==> src/include/prcc_pkg.sv <==
/*
 * shared constants, codes and carrier types of the power rail configuration command bank.
 * assumes a single 10 MHz system clock and command transactions already decoded from the
 * management bus into one-cycle requests.
 */
package prcc_pkg;

	// command codes of the bank
	localparam logic [7:0] CMD_LOOP_TUNING = 8'hdf;
	localparam logic [7:0] CMD_RAIL_SEQUENCING = 8'he0;
	localparam logic [7:0] CMD_BROADCAST_GROUP = 8'he2;
	localparam logic [7:0] CMD_IDENTIFIER_STRING = 8'he4;
	localparam logic [7:0] CMD_OVERCURRENT_RESPONSE = 8'he5;
	localparam logic [7:0] CMD_UNDERCURRENT_RESPONSE = 8'he6;
	localparam logic [7:0] CMD_SWITCH_CLOCK_SELECT = 8'he9;

	// answer lengths in bytes
	localparam logic [4:0] LEN_LOOP_TUNING = 5'h04;
	localparam logic [4:0] LEN_RAIL_SEQUENCING = 5'h02;
	localparam logic [4:0] LEN_BROADCAST_GROUP = 5'h03;
	localparam logic [4:0] LEN_IDENTIFIER_STRING = 5'h10;
	localparam logic [4:0] LEN_ONE_BYTE = 5'h01;

	// loop tuning field layout
	localparam int LOOP_ENABLE_BIT = 24;
	localparam int LOOP_RESIDUAL_LSB = 16;
	localparam int LOOP_GAIN_LSB = 0;
	localparam logic [31:0] LOOP_WRITE_MASK = 32'h01ff_ffff;

	// sequencing field layout
	localparam int SEQ_PREQUEL_EN_BIT = 15;
	localparam int SEQ_PREQUEL_ID_LSB = 8;
	localparam int SEQ_SEQUEL_EN_BIT = 7;
	localparam int SEQ_SEQUEL_ID_LSB = 0;
	localparam logic [15:0] SEQ_WRITE_MASK = 16'h9f9f;
	localparam logic [15:0] SEQ_RESET = 16'h0000;

	// broadcast group field layout
	localparam int GRP_VOLT_EN_BIT = 21;
	localparam int GRP_VOLT_ID_LSB = 16;
	localparam int GRP_OPER_EN_BIT = 13;
	localparam int GRP_OPER_ID_LSB = 8;
	localparam int GRP_FAIL_FAST_BIT = 5;
	localparam int GRP_FAIL_ID_LSB = 0;
	localparam logic [23:0] GRP_WRITE_MASK = 24'h3f_3f3f;
	localparam logic [23:0] GRP_STANDALONE = 24'h00_0000;
	localparam logic [23:0] GRP_SHARING = 24'h20_2000;

	// fault response codes
	localparam logic [7:0] RESP_OFF_NO_RETRY = 8'h80;
	localparam logic [7:0] RESP_OFF_RETRY = 8'hbf;
	localparam logic [7:0] RESP_RESET = 8'h80;

	// switching clock codes
	localparam logic [7:0] CLK_INTERNAL = 8'h00;
	localparam logic [7:0] CLK_INTERNAL_OUT = 8'h02;
	localparam logic [7:0] CLK_EXTERNAL = 8'h04;

	// output-current status bits
	localparam int IOUT_OC_BIT = 7;
	localparam int IOUT_UC_BIT = 4;

	// retry timing
	localparam int CLK_HZ = 10_000_000;
	localparam int RETRY_TIME_MS = 70;
	localparam int RETRY_CYCLES = RETRY_TIME_MS * (CLK_HZ / 1000);

	// arbitrary identifier text, not tied to any real part
	localparam logic [127:0] IDENT_DEFAULT = 128'h5052_4343_2d30_3030_312d_4130_2d46_3031;

	// inter-module event kinds
	typedef enum logic [2:0] {
		EV_NONE = 3'b000,
		EV_POWER_GOOD = 3'b001,
		EV_POWER_DOWN = 3'b010,
		EV_POWER_FAIL = 3'b011,
		EV_GROUP_VOLTAGE = 3'b100,
		EV_GROUP_OPERATION = 3'b101
	} prcc_event_kind_type;

	// one event on the inter-module event bus
	typedef struct packed {
		prcc_event_kind_type kind;
		logic [4:0] id;
		logic [15:0] data;
	} prcc_event_type;

	// one decoded host command
	typedef struct packed {
		logic valid;
		logic write;
		logic [7:0] code;
		logic [31:0] data;
	} prcc_cmd_type;

	// rail output states
	typedef enum logic [1:0] {
		ST_OFF = 2'b00,
		ST_WAIT_PREQUEL = 2'b01,
		ST_ON = 2'b10,
		ST_RAMP_DOWN = 2'b11
	} prcc_rail_state_type;

endpackage

==> src/core/prcc_fault_retry.sv <==
/*
 * fault latch with optional timed retry for one current fault source.
 * assumes fault and rearm are synchronous to sys_clk; retryCycles is at least one.
 */
`timescale 1ns/1ps
module prcc_fault_retry #(
	parameter int RETRY_CYCLES = prcc_pkg::RETRY_CYCLES
) (
	input wire logic sys_clk,
	input wire logic reset_n,
	input wire logic fault,
	input wire logic [7:0] response,
	input wire logic rearm,
	output logic faultOff
);

	// whole state of this module
	typedef struct packed {
		logic off;
		logic [19:0] count;
	} prcc_retry_state_type;

	prcc_retry_state_type s;
	prcc_retry_state_type next_s;

	// fault holds the rail off; the retry code counts down, the no-retry code waits for rearm
	always_comb begin
		next_s = s;
		if (fault) begin
			next_s.off = 1'b1;
			next_s.count = 20'(RETRY_CYCLES - 1);
		end else if (s.off) begin
			if (response == prcc_pkg::RESP_OFF_RETRY) begin
				// continuous retry after the delay
				if (s.count == 20'h00000) begin
					next_s.off = 1'b0;
				end else begin
					next_s.count = s.count - 20'h00001;
				end
			end else if (rearm) begin
				// no retry: stays off until the enable is withdrawn
				next_s.off = 1'b0;
			end
		end
	end

	// state register
	always_ff @(posedge sys_clk or negedge reset_n) begin
		if (!reset_n) begin
			s <= '0;
		end else begin
			s <= next_s;
		end
	end

	assign faultOff = s.off;

endmodule

==> src/core/prcc_top.sv <==
/*
 * power rail configuration command bank: loop tuning, rail sequencing over the inter-module
 * event bus, broadcast group responses, current fault responses, identifier and clock select.
 * assumes host commands arrive already decoded as one-cycle requests, events on the
 * inter-module event bus arrive as one-cycle words, and all inputs are synchronous to sys_clk.
 */
`timescale 1ns/1ps
module prcc_top #(
	parameter int RETRY_CYCLES = prcc_pkg::RETRY_CYCLES
) (
	input wire logic sys_clk,
	input wire logic reset_n,
	input wire prcc_pkg::prcc_cmd_type hostCmd,
	input wire logic strapCurrentShare,
	input wire logic [24:0] strapLoopTuning,
	input wire logic [15:0] strapSequence,
	input wire logic [7:0] strapClockCode,
	input wire logic [4:0] railId,
	input wire logic enableMet,
	input wire logic outputGood,
	input wire logic rampDone,
	input wire logic overcurrentFault,
	input wire logic undercurrentFault,
	input wire logic ioutStatusClear,
	input wire prcc_pkg::prcc_event_type evtIn,
	output logic hostAck,
	output logic hostUnsupported,
	output logic [127:0] hostReadData,
	output logic [4:0] hostReadLength,
	output logic outputOn,
	output logic rampDownReq,
	output logic immediateOff,
	output logic groupVoltageStrobe,
	output logic [15:0] groupVoltage,
	output logic groupOperationStrobe,
	output logic [7:0] groupOperation,
	output prcc_pkg::prcc_event_type evtOut,
	output logic [7:0] ioutStatus,
	output logic clockExternal,
	output logic syncDriveOut,
	output logic loopTuningEnable,
	output logic [7:0] loopResidual,
	output logic [15:0] loopGain
);

	// whole state of the block
	typedef struct packed {
		logic strapDone;
		logic shareMode;
		logic [24:0] loopTuning;
		logic [15:0] sequencing;
		logic seqWritten;
		logic [23:0] group;
		logic [7:0] ocResponse;
		logic [7:0] ucResponse;
		logic [7:0] clockSelect;
		logic [7:0] iout;
		logic prequelGood;
		logic goodSent;
		prcc_pkg::prcc_rail_state_type rail;
		logic ack;
		logic unsupported;
		logic [127:0] readData;
		logic [4:0] readLength;
		logic outputOn;
		logic rampDownReq;
		logic immediateOff;
		logic voltStrobe;
		logic [15:0] voltValue;
		logic operStrobe;
		logic [7:0] operValue;
		prcc_pkg::prcc_event_type evtOut;
	} prcc_state_type;

	prcc_state_type s;
	prcc_state_type next_s;

	logic ocOff; // overcurrent holds the rail off
	logic ucOff; // undercurrent holds the rail off
	logic faultOff; // any current fault holds the rail off
	logic [15:0] seqEff; // sequencing in force
	logic prequelOn; // prequel ordering active
	logic sequelOn; // sequel ordering active
	logic [4:0] prequelId; // rail id we wait for
	logic [4:0] sequelId; // rail id whose power-down ends us
	logic sequelDown; // sequel rail reported power-down this cycle
	logic failMatch; // power-fail for our group this cycle

	// overcurrent fault latch and retry timer
	prcc_fault_retry #(
		.RETRY_CYCLES(RETRY_CYCLES)
	) ocRetry (
		.sys_clk(sys_clk),
		.reset_n(reset_n),
		.fault(overcurrentFault),
		.response(s.ocResponse),
		.rearm(!enableMet),
		.faultOff(ocOff)
	);

	// undercurrent fault latch and retry timer
	prcc_fault_retry #(
		.RETRY_CYCLES(RETRY_CYCLES)
	) ucRetry (
		.sys_clk(sys_clk),
		.reset_n(reset_n),
		.fault(undercurrentFault),
		.response(s.ucResponse),
		.rearm(!enableMet),
		.faultOff(ucOff)
	);

	assign faultOff = ocOff | ucOff;

	// a host write wins over the strap choice once made
	assign seqEff = s.seqWritten ? s.sequencing : strapSequence;
	assign prequelOn = seqEff[prcc_pkg::SEQ_PREQUEL_EN_BIT];
	assign sequelOn = seqEff[prcc_pkg::SEQ_SEQUEL_EN_BIT];
	assign prequelId = seqEff[prcc_pkg::SEQ_PREQUEL_ID_LSB +: 5];
	assign sequelId = seqEff[prcc_pkg::SEQ_SEQUEL_ID_LSB +: 5];

	// event matches that steer the rail state
	always_comb begin
		sequelDown = sequelOn && evtIn.kind == prcc_pkg::EV_POWER_DOWN && evtIn.id == sequelId;
		failMatch = s.shareMode && evtIn.kind == prcc_pkg::EV_POWER_FAIL &&
			evtIn.id == s.group[prcc_pkg::GRP_FAIL_ID_LSB +: 5];
	end

	// next state: strap load, host commands, events, status and rail sequencing
	always_comb begin
		next_s = s;
		// one-cycle outputs fall back each cycle
		next_s.ack = 1'b0;
		next_s.unsupported = 1'b0;
		next_s.voltStrobe = 1'b0;
		next_s.operStrobe = 1'b0;
		next_s.immediateOff = 1'b0;
		next_s.evtOut = '0;

		// first cycle after reset: take defaults from the straps
		if (!s.strapDone) begin
			next_s.strapDone = 1'b1;
			next_s.shareMode = strapCurrentShare;
			next_s.loopTuning = strapLoopTuning;
			next_s.group = strapCurrentShare ? prcc_pkg::GRP_SHARING : prcc_pkg::GRP_STANDALONE;
			if (strapClockCode == prcc_pkg::CLK_INTERNAL_OUT || strapClockCode == prcc_pkg::CLK_EXTERNAL) begin
				next_s.clockSelect = strapClockCode;
			end else begin
				next_s.clockSelect = prcc_pkg::CLK_INTERNAL;
			end
		end

		// host command handling
		if (hostCmd.valid) begin
			next_s.ack = 1'b1;
			next_s.readData = '0;
			next_s.readLength = '0;
			case (hostCmd.code)
				prcc_pkg::CMD_LOOP_TUNING: begin
					// reserved upper bits dropped on write, read as zero
					if (hostCmd.write) begin
						next_s.loopTuning = 25'(hostCmd.data & prcc_pkg::LOOP_WRITE_MASK);
					end else begin
						next_s.readData = {103'h0, s.loopTuning};
						next_s.readLength = prcc_pkg::LEN_LOOP_TUNING;
					end
				end
				prcc_pkg::CMD_RAIL_SEQUENCING: begin
					if (hostCmd.write) begin
						next_s.sequencing = hostCmd.data[15:0] & prcc_pkg::SEQ_WRITE_MASK;
						next_s.seqWritten = 1'b1;
					end else begin
						next_s.readData = {112'h0, s.sequencing};
						next_s.readLength = prcc_pkg::LEN_RAIL_SEQUENCING;
					end
				end
				prcc_pkg::CMD_BROADCAST_GROUP: begin
					if (hostCmd.write) begin
						next_s.group = hostCmd.data[23:0] & prcc_pkg::GRP_WRITE_MASK;
					end else begin
						next_s.readData = {104'h0, s.group};
						next_s.readLength = prcc_pkg::LEN_BROADCAST_GROUP;
					end
				end
				prcc_pkg::CMD_IDENTIFIER_STRING: begin
					// read-only: a write is refused
					if (hostCmd.write) begin
						next_s.unsupported = 1'b1;
					end else begin
						next_s.readData = prcc_pkg::IDENT_DEFAULT;
						next_s.readLength = prcc_pkg::LEN_IDENTIFIER_STRING;
					end
				end
				prcc_pkg::CMD_OVERCURRENT_RESPONSE: begin
					if (hostCmd.write) begin
						// only the two defined codes are taken
						if (hostCmd.data[7:0] == prcc_pkg::RESP_OFF_NO_RETRY ||
							hostCmd.data[7:0] == prcc_pkg::RESP_OFF_RETRY) begin
							next_s.ocResponse = hostCmd.data[7:0];
						end else begin
							next_s.unsupported = 1'b1;
						end
					end else begin
						next_s.readData = {120'h0, s.ocResponse};
						next_s.readLength = prcc_pkg::LEN_ONE_BYTE;
					end
				end
				prcc_pkg::CMD_UNDERCURRENT_RESPONSE: begin
					if (hostCmd.write) begin
						// same two codes as the overcurrent side
						if (hostCmd.data[7:0] == prcc_pkg::RESP_OFF_NO_RETRY ||
							hostCmd.data[7:0] == prcc_pkg::RESP_OFF_RETRY) begin
							next_s.ucResponse = hostCmd.data[7:0];
						end else begin
							next_s.unsupported = 1'b1;
						end
					end else begin
						next_s.readData = {120'h0, s.ucResponse};
						next_s.readLength = prcc_pkg::LEN_ONE_BYTE;
					end
				end
				prcc_pkg::CMD_SWITCH_CLOCK_SELECT: begin
					if (hostCmd.write) begin
						// codes other than the three sources are refused
						if (hostCmd.data[7:0] == prcc_pkg::CLK_INTERNAL ||
							hostCmd.data[7:0] == prcc_pkg::CLK_INTERNAL_OUT ||
							hostCmd.data[7:0] == prcc_pkg::CLK_EXTERNAL) begin
							next_s.clockSelect = hostCmd.data[7:0];
						end else begin
							next_s.unsupported = 1'b1;
						end
					end else begin
						next_s.readData = {120'h0, s.clockSelect};
						next_s.readLength = prcc_pkg::LEN_ONE_BYTE;
					end
				end
				default: begin
					// code outside this bank
					next_s.unsupported = 1'b1;
				end
			endcase
		end

		// prequel power-good memory, tracked whether or not we are waiting yet
		if (evtIn.kind == prcc_pkg::EV_POWER_GOOD && evtIn.id == prequelId) begin
			next_s.prequelGood = 1'b1;
		end else if (evtIn.kind == prcc_pkg::EV_POWER_DOWN && evtIn.id == prequelId) begin
			next_s.prequelGood = 1'b0;
		end

		// group broadcasts gated by enable bit and id
		if (evtIn.kind == prcc_pkg::EV_GROUP_VOLTAGE && s.group[prcc_pkg::GRP_VOLT_EN_BIT] &&
			evtIn.id == s.group[prcc_pkg::GRP_VOLT_ID_LSB +: 5]) begin
			next_s.voltStrobe = 1'b1;
			next_s.voltValue = evtIn.data;
		end
		if (evtIn.kind == prcc_pkg::EV_GROUP_OPERATION && s.group[prcc_pkg::GRP_OPER_EN_BIT] &&
			evtIn.id == s.group[prcc_pkg::GRP_OPER_ID_LSB +: 5]) begin
			next_s.operStrobe = 1'b1;
			next_s.operValue = evtIn.data[7:0];
		end

		// status flags: a fault in the clear cycle still sets
		next_s.iout[prcc_pkg::IOUT_OC_BIT] = (s.iout[prcc_pkg::IOUT_OC_BIT] & ~ioutStatusClear) | overcurrentFault;
		next_s.iout[prcc_pkg::IOUT_UC_BIT] = (s.iout[prcc_pkg::IOUT_UC_BIT] & ~ioutStatusClear) | undercurrentFault;

		// rail output state machine
		case (s.rail)
			prcc_pkg::ST_OFF: begin
				if (enableMet && !faultOff && !overcurrentFault && !undercurrentFault) begin
					if (prequelOn && !next_s.prequelGood) begin
						next_s.rail = prcc_pkg::ST_WAIT_PREQUEL;
					end else begin
						next_s.rail = prcc_pkg::ST_ON;
					end
				end
			end
			prcc_pkg::ST_WAIT_PREQUEL: begin
				// both own enable and prequel power-good needed
				if (!enableMet || faultOff) begin
					next_s.rail = prcc_pkg::ST_OFF;
				end else if (!prequelOn || next_s.prequelGood) begin
					next_s.rail = prcc_pkg::ST_ON;
				end
			end
			prcc_pkg::ST_ON: begin
				if (overcurrentFault || undercurrentFault || (failMatch && s.group[prcc_pkg::GRP_FAIL_FAST_BIT])) begin
					// fault or fast power-fail: off at once
					next_s.rail = prcc_pkg::ST_OFF;
					next_s.immediateOff = 1'b1;
				end else if (failMatch || sequelDown || !enableMet) begin
					// sequenced shutdown through the programmed delays
					next_s.rail = prcc_pkg::ST_RAMP_DOWN;
				end else if (outputGood && !s.goodSent) begin
					// announce our power-good under our own rail id
					next_s.goodSent = 1'b1;
					next_s.evtOut.kind = prcc_pkg::EV_POWER_GOOD;
					next_s.evtOut.id = railId;
				end
			end
			prcc_pkg::ST_RAMP_DOWN: begin
				if (overcurrentFault || undercurrentFault || (failMatch && s.group[prcc_pkg::GRP_FAIL_FAST_BIT])) begin
					next_s.rail = prcc_pkg::ST_OFF;
					next_s.immediateOff = 1'b1;
				end else if (rampDone) begin
					next_s.rail = prcc_pkg::ST_OFF;
				end
			end
			default: begin
				next_s.rail = prcc_pkg::ST_OFF;
			end
		endcase

		// on reaching off, announce power-down under our rail id
		if (s.rail != prcc_pkg::ST_OFF && next_s.rail == prcc_pkg::ST_OFF) begin
			next_s.goodSent = 1'b0;
			next_s.evtOut.kind = prcc_pkg::EV_POWER_DOWN;
			next_s.evtOut.id = railId;
			next_s.evtOut.data = '0;
		end
		next_s.outputOn = next_s.rail == prcc_pkg::ST_ON || next_s.rail == prcc_pkg::ST_RAMP_DOWN;
		next_s.rampDownReq = next_s.rail == prcc_pkg::ST_RAMP_DOWN;
	end

	// state register; constants only under reset
	always_ff @(posedge sys_clk or negedge reset_n) begin
		if (!reset_n) begin
			s <= '0;
			s.sequencing <= prcc_pkg::SEQ_RESET;
			s.ocResponse <= prcc_pkg::RESP_RESET;
			s.ucResponse <= prcc_pkg::RESP_RESET;
			s.rail <= prcc_pkg::ST_OFF;
		end else begin
			s <= next_s;
		end
	end

	// outputs straight from the state register
	assign hostAck = s.ack;
	assign hostUnsupported = s.unsupported;
	assign hostReadData = s.readData;
	assign hostReadLength = s.readLength;
	assign outputOn = s.outputOn;
	assign rampDownReq = s.rampDownReq;
	assign immediateOff = s.immediateOff;
	assign groupVoltageStrobe = s.voltStrobe;
	assign groupVoltage = s.voltValue;
	assign groupOperationStrobe = s.operStrobe;
	assign groupOperation = s.operValue;
	assign evtOut = s.evtOut;
	assign ioutStatus = s.iout;
	assign clockExternal = s.clockSelect[2]; // only 04h sets bit 2
	assign syncDriveOut = s.clockSelect[1]; // only 02h sets bit 1
	assign loopTuningEnable = s.loopTuning[prcc_pkg::LOOP_ENABLE_BIT];
	assign loopResidual = s.loopTuning[prcc_pkg::LOOP_RESIDUAL_LSB +: 8];
	assign loopGain = s.loopTuning[prcc_pkg::LOOP_GAIN_LSB +: 16];

endmodule

==> config.mk <==
export PLATFORM = sky130hd
export DESIGN_NAME = prcc_top
export DESIGN_NICKNAME = d
export VERILOG_FILES = /design/src/include/prcc_pkg.sv /design/src/core/prcc_fault_retry.sv /design/src/core/prcc_top.sv
export SDC_FILE = /design/constraint.sdc
export NUM_CORES = 1
export LEC_CHECK = 0
export ABC_CLOCK_PERIOD_IN_PS = 2750
export BUFFER_PORTS_ARGS = -buffer_cell sky130_fd_sc_hd__buf_2
export CAP_MARGIN = 30
export CORE_MARGIN = 3
export CORE_UTILIZATION = 52
export CTS_CLUSTER_DIAMETER = 40
export DETAILED_ROUTE_END_ITERATION = 10
export HOLD_SLACK_MARGIN = 0.06
export PLACE_DENSITY_LB_ADDON = 0.1
export REMOVE_ABC_BUFFERS = 1
export SLEW_MARGIN = 20
export SYNTH_ARGS = -nofsm -noshare
export SYNTH_HDL_FRONTEND = slang
export SYNTH_HIERARCHICAL = 1
export SYNTH_SLANG_ARGS = --single-unit
==> constraint.sdc <==
create_clock -name sys_clk -period 2.75 [get_ports sys_clk]
set_input_delay 0.275 -clock sys_clk [delete_from_list [all_inputs] [get_ports sys_clk]]
set_output_delay 0.275 -clock sys_clk [all_outputs]
set_load 0.05 [all_outputs]
Yosys cells after proc, flatten, opt, wreduce, memory -nomap -nowiden:

Index checks and enable logic that the tools add are counted.
W data, S select, Z words.

* $add $sub $neg: 2
* multipliers: 0
* div/mod/pow operators: 0
* $lt $le $gt $ge: 0
* eq/ne operators: 34
* shift-type cells: 0
* multiplexer cells: 75
* bitwise operators: 6
* reductions and logical operators: 56

Operators with widths (number)
* $pmux W133 S7: 1
* $mux W135: 1
* $mux W132: 1
* $mux W21: 5
* $mux W24: 4
* $mux W90: 1
* $eq A8 B8 Y1 const B: 11
* $mux W8: 11
* $mux W20: 4
* $mux W25: 3
* $mux W17: 3
* $logic_not A20 Y1: 2
* $sub A20 B1 Y20 const B: 2
* $mux W13: 3
* $mux W30: 1
* $mux W29: 1
* $eq A5 B5 Y1: 5
* $mux W6: 4
* $mux W22: 1
* $mux W1: 19
* $logic_and A1 B1 Y1: 17
* $eq A8 B2 Y1 const B: 2
* $eq A8 B3 Y1 const B: 2
* $mux W16: 1
* other kinds (23): 68

* flip-flop bits (word level): 324
* bits in latches: 0
* memory bits (writable): 0
* bits in read-only memories: 0
* input bits: 129
* output and inout port bits: 223
* word-level logic and storage cells: 204
* memories: 0

Depth between registers and ports, before layout:

* depth after elaboration: 14
* mapped depth: 8
* gate-level depth less buffers: 7

Cells and area by module:

The synthesis kept the hierarchy.

Modules (own cells, without submodules)
* prcc_top: times used 1, cells each 887, area each 9052.4 sq um, sequential area each 4006.3 sq um
* prcc_fault_retry: times used 2, cells each 118, area each 1243.7 sq um, sequential area each 525.5 sq um

Least setup slack after synthesis:

No wires, ideal clock.

* kind: input to register
* from: input evtIn[19] (netlist name)
* to: register s, in the netlist groupVoltage[10]
* arrival time: 1911 ps
* required time: 2625 ps
* slack: 714 ps
* stages: 6
* path buffers: 2
* cells stage by stage: clkbuf_1 -> xnor2_1 -> nand2_1 -> nor4b_2 -> buf_4 -> mux2_2

* longest elaborated chain between the ends: 2

RTL lines
* from (decl): line prcc_top.sv:25 `input wire prcc_pkg::prcc_event_type evtIn,`
* $eq A5 B5 Y1: line prcc_top.sv:253 `evtIn.id == s.group[prcc_pkg::GRP_VOLT_ID_LSB +: 5]) begin`
* $logic_and A1 B1 Y1: line prcc_top.sv:252 `if (evtIn.kind == prcc_pkg::EV_GROUP_VOLTAGE && s.group[prcc_pkg::GRP_VOLT_EN_BIT] &&`
* to (signal assigned): line prcc_top.sv:334 `s <= next_s;`
* to (decl): line prcc_top.sv:75 `prcc_state_type s;`

No other way between the ends.
A chain may end at the register's enable or synchronous reset.

==> metrics.md <==
| Metric | Value |
|---|---|
| Status | `finished clean` |
| Final Cell Area | `roughly 14000 µm²` |
| Number of DRC markers in iteration 0 | `around 500` |
| CP Capture Type | `flop` |
| Clk_lat worst skew | `500 ps` |
| Cell Area, Synth | `11540 µm²` |
| Setup TNS | `0 ps` |
| Starting Density | `53.88%` |
| Worst Tran Pin Value | `about 840 ps` |
| Fraction of registers with async set/reset | `100.0%` |
| Post-synthesis sequential area ratio | `43.83%` |
| Arrival time worst endpoint | `around 2700 ps` |
| Clock tree from TritonCTS | `built` |
| Clock share of power | `between 50% and 60%` |
| Sw frac | `between 20% and 30%` |
| DRC | `0` |
| Critical Path RT | `around 3100 ps` |
| Synthesized flop and latch total | `just over 200` |
| Via count | `8633` |
| Fin Clk Skew | `20.19 ps` |
| CP max FO | `13` |
| Combinational share of power | `between 10% and 20%` |
| Int Power | `around 6.4 mW` |
| Final cell utilization of the core | `between 60% and 70%` |
| Mapped Cells | `1123` |
| Synth warn | `6` |
| Overall power | `approximately 8.8 mW` |
| Post-synth top flop | `dfrtp_1` |
| Max-slew violations | `0` |
| Static Leakage | `6.741 nW` |
| Vias in the first global route | `about 8600` |
| Setup Viol. Count Final | `0` |
| Antenna violations before repair | `5` |
| Crit path launch type | `flop` |
| Routed wire length | `between 20 and 30 mm` |
| CP Class | `flop to flop` |
| Area occupied by multi-input gates | `between 4000 and 5000 µm²` |
| CTS max path bufs | `3` |
| Final period utilization | `between 80 and 90%` |
| Commonest non-fill, non-tap cell in the layout | `buf_2` |
| Worst slew margin | `43.76%` |
| Dpl cells | `around 1500` |
| PwrDens | `around 650 nW/µm²` |
| Grt ovf | `0` |
| Tmin final | `about 2300 ps` |
| Place WS | `about 430 ps` |
| DRT antenna net count | `0` |
| Largest net degree at the start of global routing | `a little over 70` |
| Fmax | `about 440 MHz` |
| Non-Filler Instances | `1603` |
| Psw | `around 2.4 mW` |
| Sequential share of power | `35.7%` |
| Final worst setup slack | `465.5 ps` |
| Layout overhead on the synthesized area | `17.57%` |
| Final Wtd Congestion | `~0.83` |
| CTS HTree Levels | `2` |
| Hold Slack | `74.79 ps` |
| Peak VDD IR | `between 500 and 600 µV` |
| PortBufs | `248` |
| Fill cells | `about 1800` |
| Worst-path clk slew | `around 50 ps` |
| DR WL/cell | `18.41 µm` |
| DIE WIDTH | `between 150 and 200 µm` |
| Layout cells sized above 1 | `31.22%` |
| Avg Cell Area, Syn | `10.28 µm²` |
| Hold Path Cell Cnt | `3` |
| Worst Hold Class | `input pin to flop` |
| CTS Sinks | `a little over 200` |
| DIE AREA | `24020 µm²` |
| Num CTS Buffers | `35` |
| CTS Root Cell | `clkbuf_16` |
| Nets@finish | `1430` |
| Core area | `around 21000 µm²` |
| # IOs | `between 300 and 400` |
| RSZ-0062 raised after global routing | `false` |
| Setup bufs post-CTS | `0` |
| FF+latch area | `a little over 5000 µm²` |
| Post-DP HPWL | `around 21 mm` |
| R2R cell count | `7` |
| Post-synth cell types | `between 70 and 80` |
| GRT Overall Usage | `about a quarter` |
| Post-DP Area | `between 10000 and 15000 µm²` |
| EDFF count, synth | `0` |
| TritonRoute pass-1 iters | `5` |
| First-pass GRT wire length | `about 46 mm` |
| Row Count | `53` |
| Max cap viols | `0` |
| Die height | `155.0 µm` |
| Most frequent cells in the layout | `247 x buf_2, 199 x dfrtp_1, 93 x conb_1` |
| Hold Fails Final Rpt | `0` |
| Vias/cell | `about 5.4` |
sequential cells by signal (all words and copies together), names as in the netlist:
register	cells
groupOperationStrobe	1
groupVoltage	16
rampDownReq	1
loopTuningEnable	1
loopGain	16
immediateOff	1
outputOn	1
groupOperation	8
ioutStatus	2
syncDriveOut	1
hostReadLength	3
hostUnsupported	1
ocRetry/s	20
clockExternal	1
groupVoltageStrobe	1
s	64
hostAck	1
ucRetry/s	20
ucRetry/faultOff	1
hostReadData	26
loopResidual	8
evtOut	7
ocRetry/faultOff	1
final timing paths:
check,endpoint,slack [ps],from
worst min-delay path,loopGain[6],70,strapLoopTuning[6]
worst min register to register,ioutStatus[7],470,ioutStatus[7]
min in group asynchronous,ocRetry/s[11],320,reset_n
worst max register to register,s[188],470,s[248]
worst max-delay path,s[188],470,s[248]
max in group asynchronous,s[247],1640,reset_n
cell type report:
type / instances / area share [%]
sequential: 202 / 37.29
multi-input combinational: 736 / 36.73
timing repair buffer: 309 / 13.75
clock buffer: 42 / 7.037
tap: 275 / 2.536
clock inverter: 21 / 2.204
inverter: 13 / 0.3597
antenna: 5 / 0.09223
per-layer routing:
layer  up-vias  GRT usage, %  share of wire (%)
met4         0         7.780                2.8
met3        65         4.534                6.2
met5         -             0                  0
li1       4032             -                  -
met2       296         41.79                 51
met1      4240         30.08                 40
worst max-delay path, stage by stage, from the launching register on:
cell and delay [ps]:
dfrtp_1 780, mux2i_1 300, xnor2_1 90, nor4_1 300
buf_4 190, mux2i_1 250, nand2_1 80, a21o_1 180
cells in the mapped netlist (7+ instances only):
| cell | instances | area share, % |
|---|---|---|
| nor4b_2 | 7 | 0.91 |
| nand4b_1 | 7 | 0.53 |
| or3_1 | 19 | 1.0 |
| nor4_1 | 13 | 0.70 |
| o31ai_1 | 11 | 0.72 |
| and3_1 | 12 | 0.65 |
| xor2_1 | 18 | 1.4 |
| or4_1 | 7 | 0.46 |
| a21o_1 | 23 | 1.5 |
| a22oi_1 | 16 | 1.0 |
| nand3b_1 | 9 | 0.59 |
| buf_2 | 8 | 0.35 |
| o21ai_0 | 22 | 0.95 |
| and2_1 | 10 | 0.54 |
| nand2_1 | 76 | 2.5 |
| mux2i_1 | 42 | 3.6 |
| buf_4 | 216 | 14 |
| nand3_1 | 26 | 1.1 |
| dfrtp_1 | 200 | 43 |
| clkbuf_1 | 35 | 1.1 |
| o2bb2ai_1 | 8 | 0.61 |
| a221oi_1 | 7 | 0.53 |
| mux2_2 | 43 | 4.2 |
| inv_1 | 10 | 0.33 |
| xnor2_1 | 20 | 1.5 |
| or3b_1 | 7 | 0.53 |
| nor3_1 | 16 | 0.69 |
| nand2b_1 | 16 | 0.87 |
| nor2_1 | 51 | 1.7 |
| a21oi_1 | 57 | 2.5 |
| nor3b_1 | 7 | 0.46 |
cells by family after synthesis:
family	synth area share (%)
multiplexers	7.839
adder cells (fa/ha/maj)	0.4337
AO/OA/AOI/OAI	11.29
AND/OR/NAND/NOR	17.51
other	0.06508
flip-flops	43.83
XOR/XNOR	2.884
buffers and inverters	16.16
timing repair:
item                                    in CTS  in global routing
endpoints found under the hold margin      118                  0
hold buffers                                43                  0
endpoints found under the setup margin       0                  0
gates resized for setup                      0                  0
power by group through the flow:
stage	registers (mW)	clock network, mW	logic [mW]
floorplan	3.37	0	0.443
global placement	3.17	0	0.986
detailed placement	3.17	0	0.991
CTS	3.12	4.69	1.04
global route	3.13	4.83	1.10
finish	3.12	4.60	1.04
Note: power is estimated with default switching activity, not from simulation.
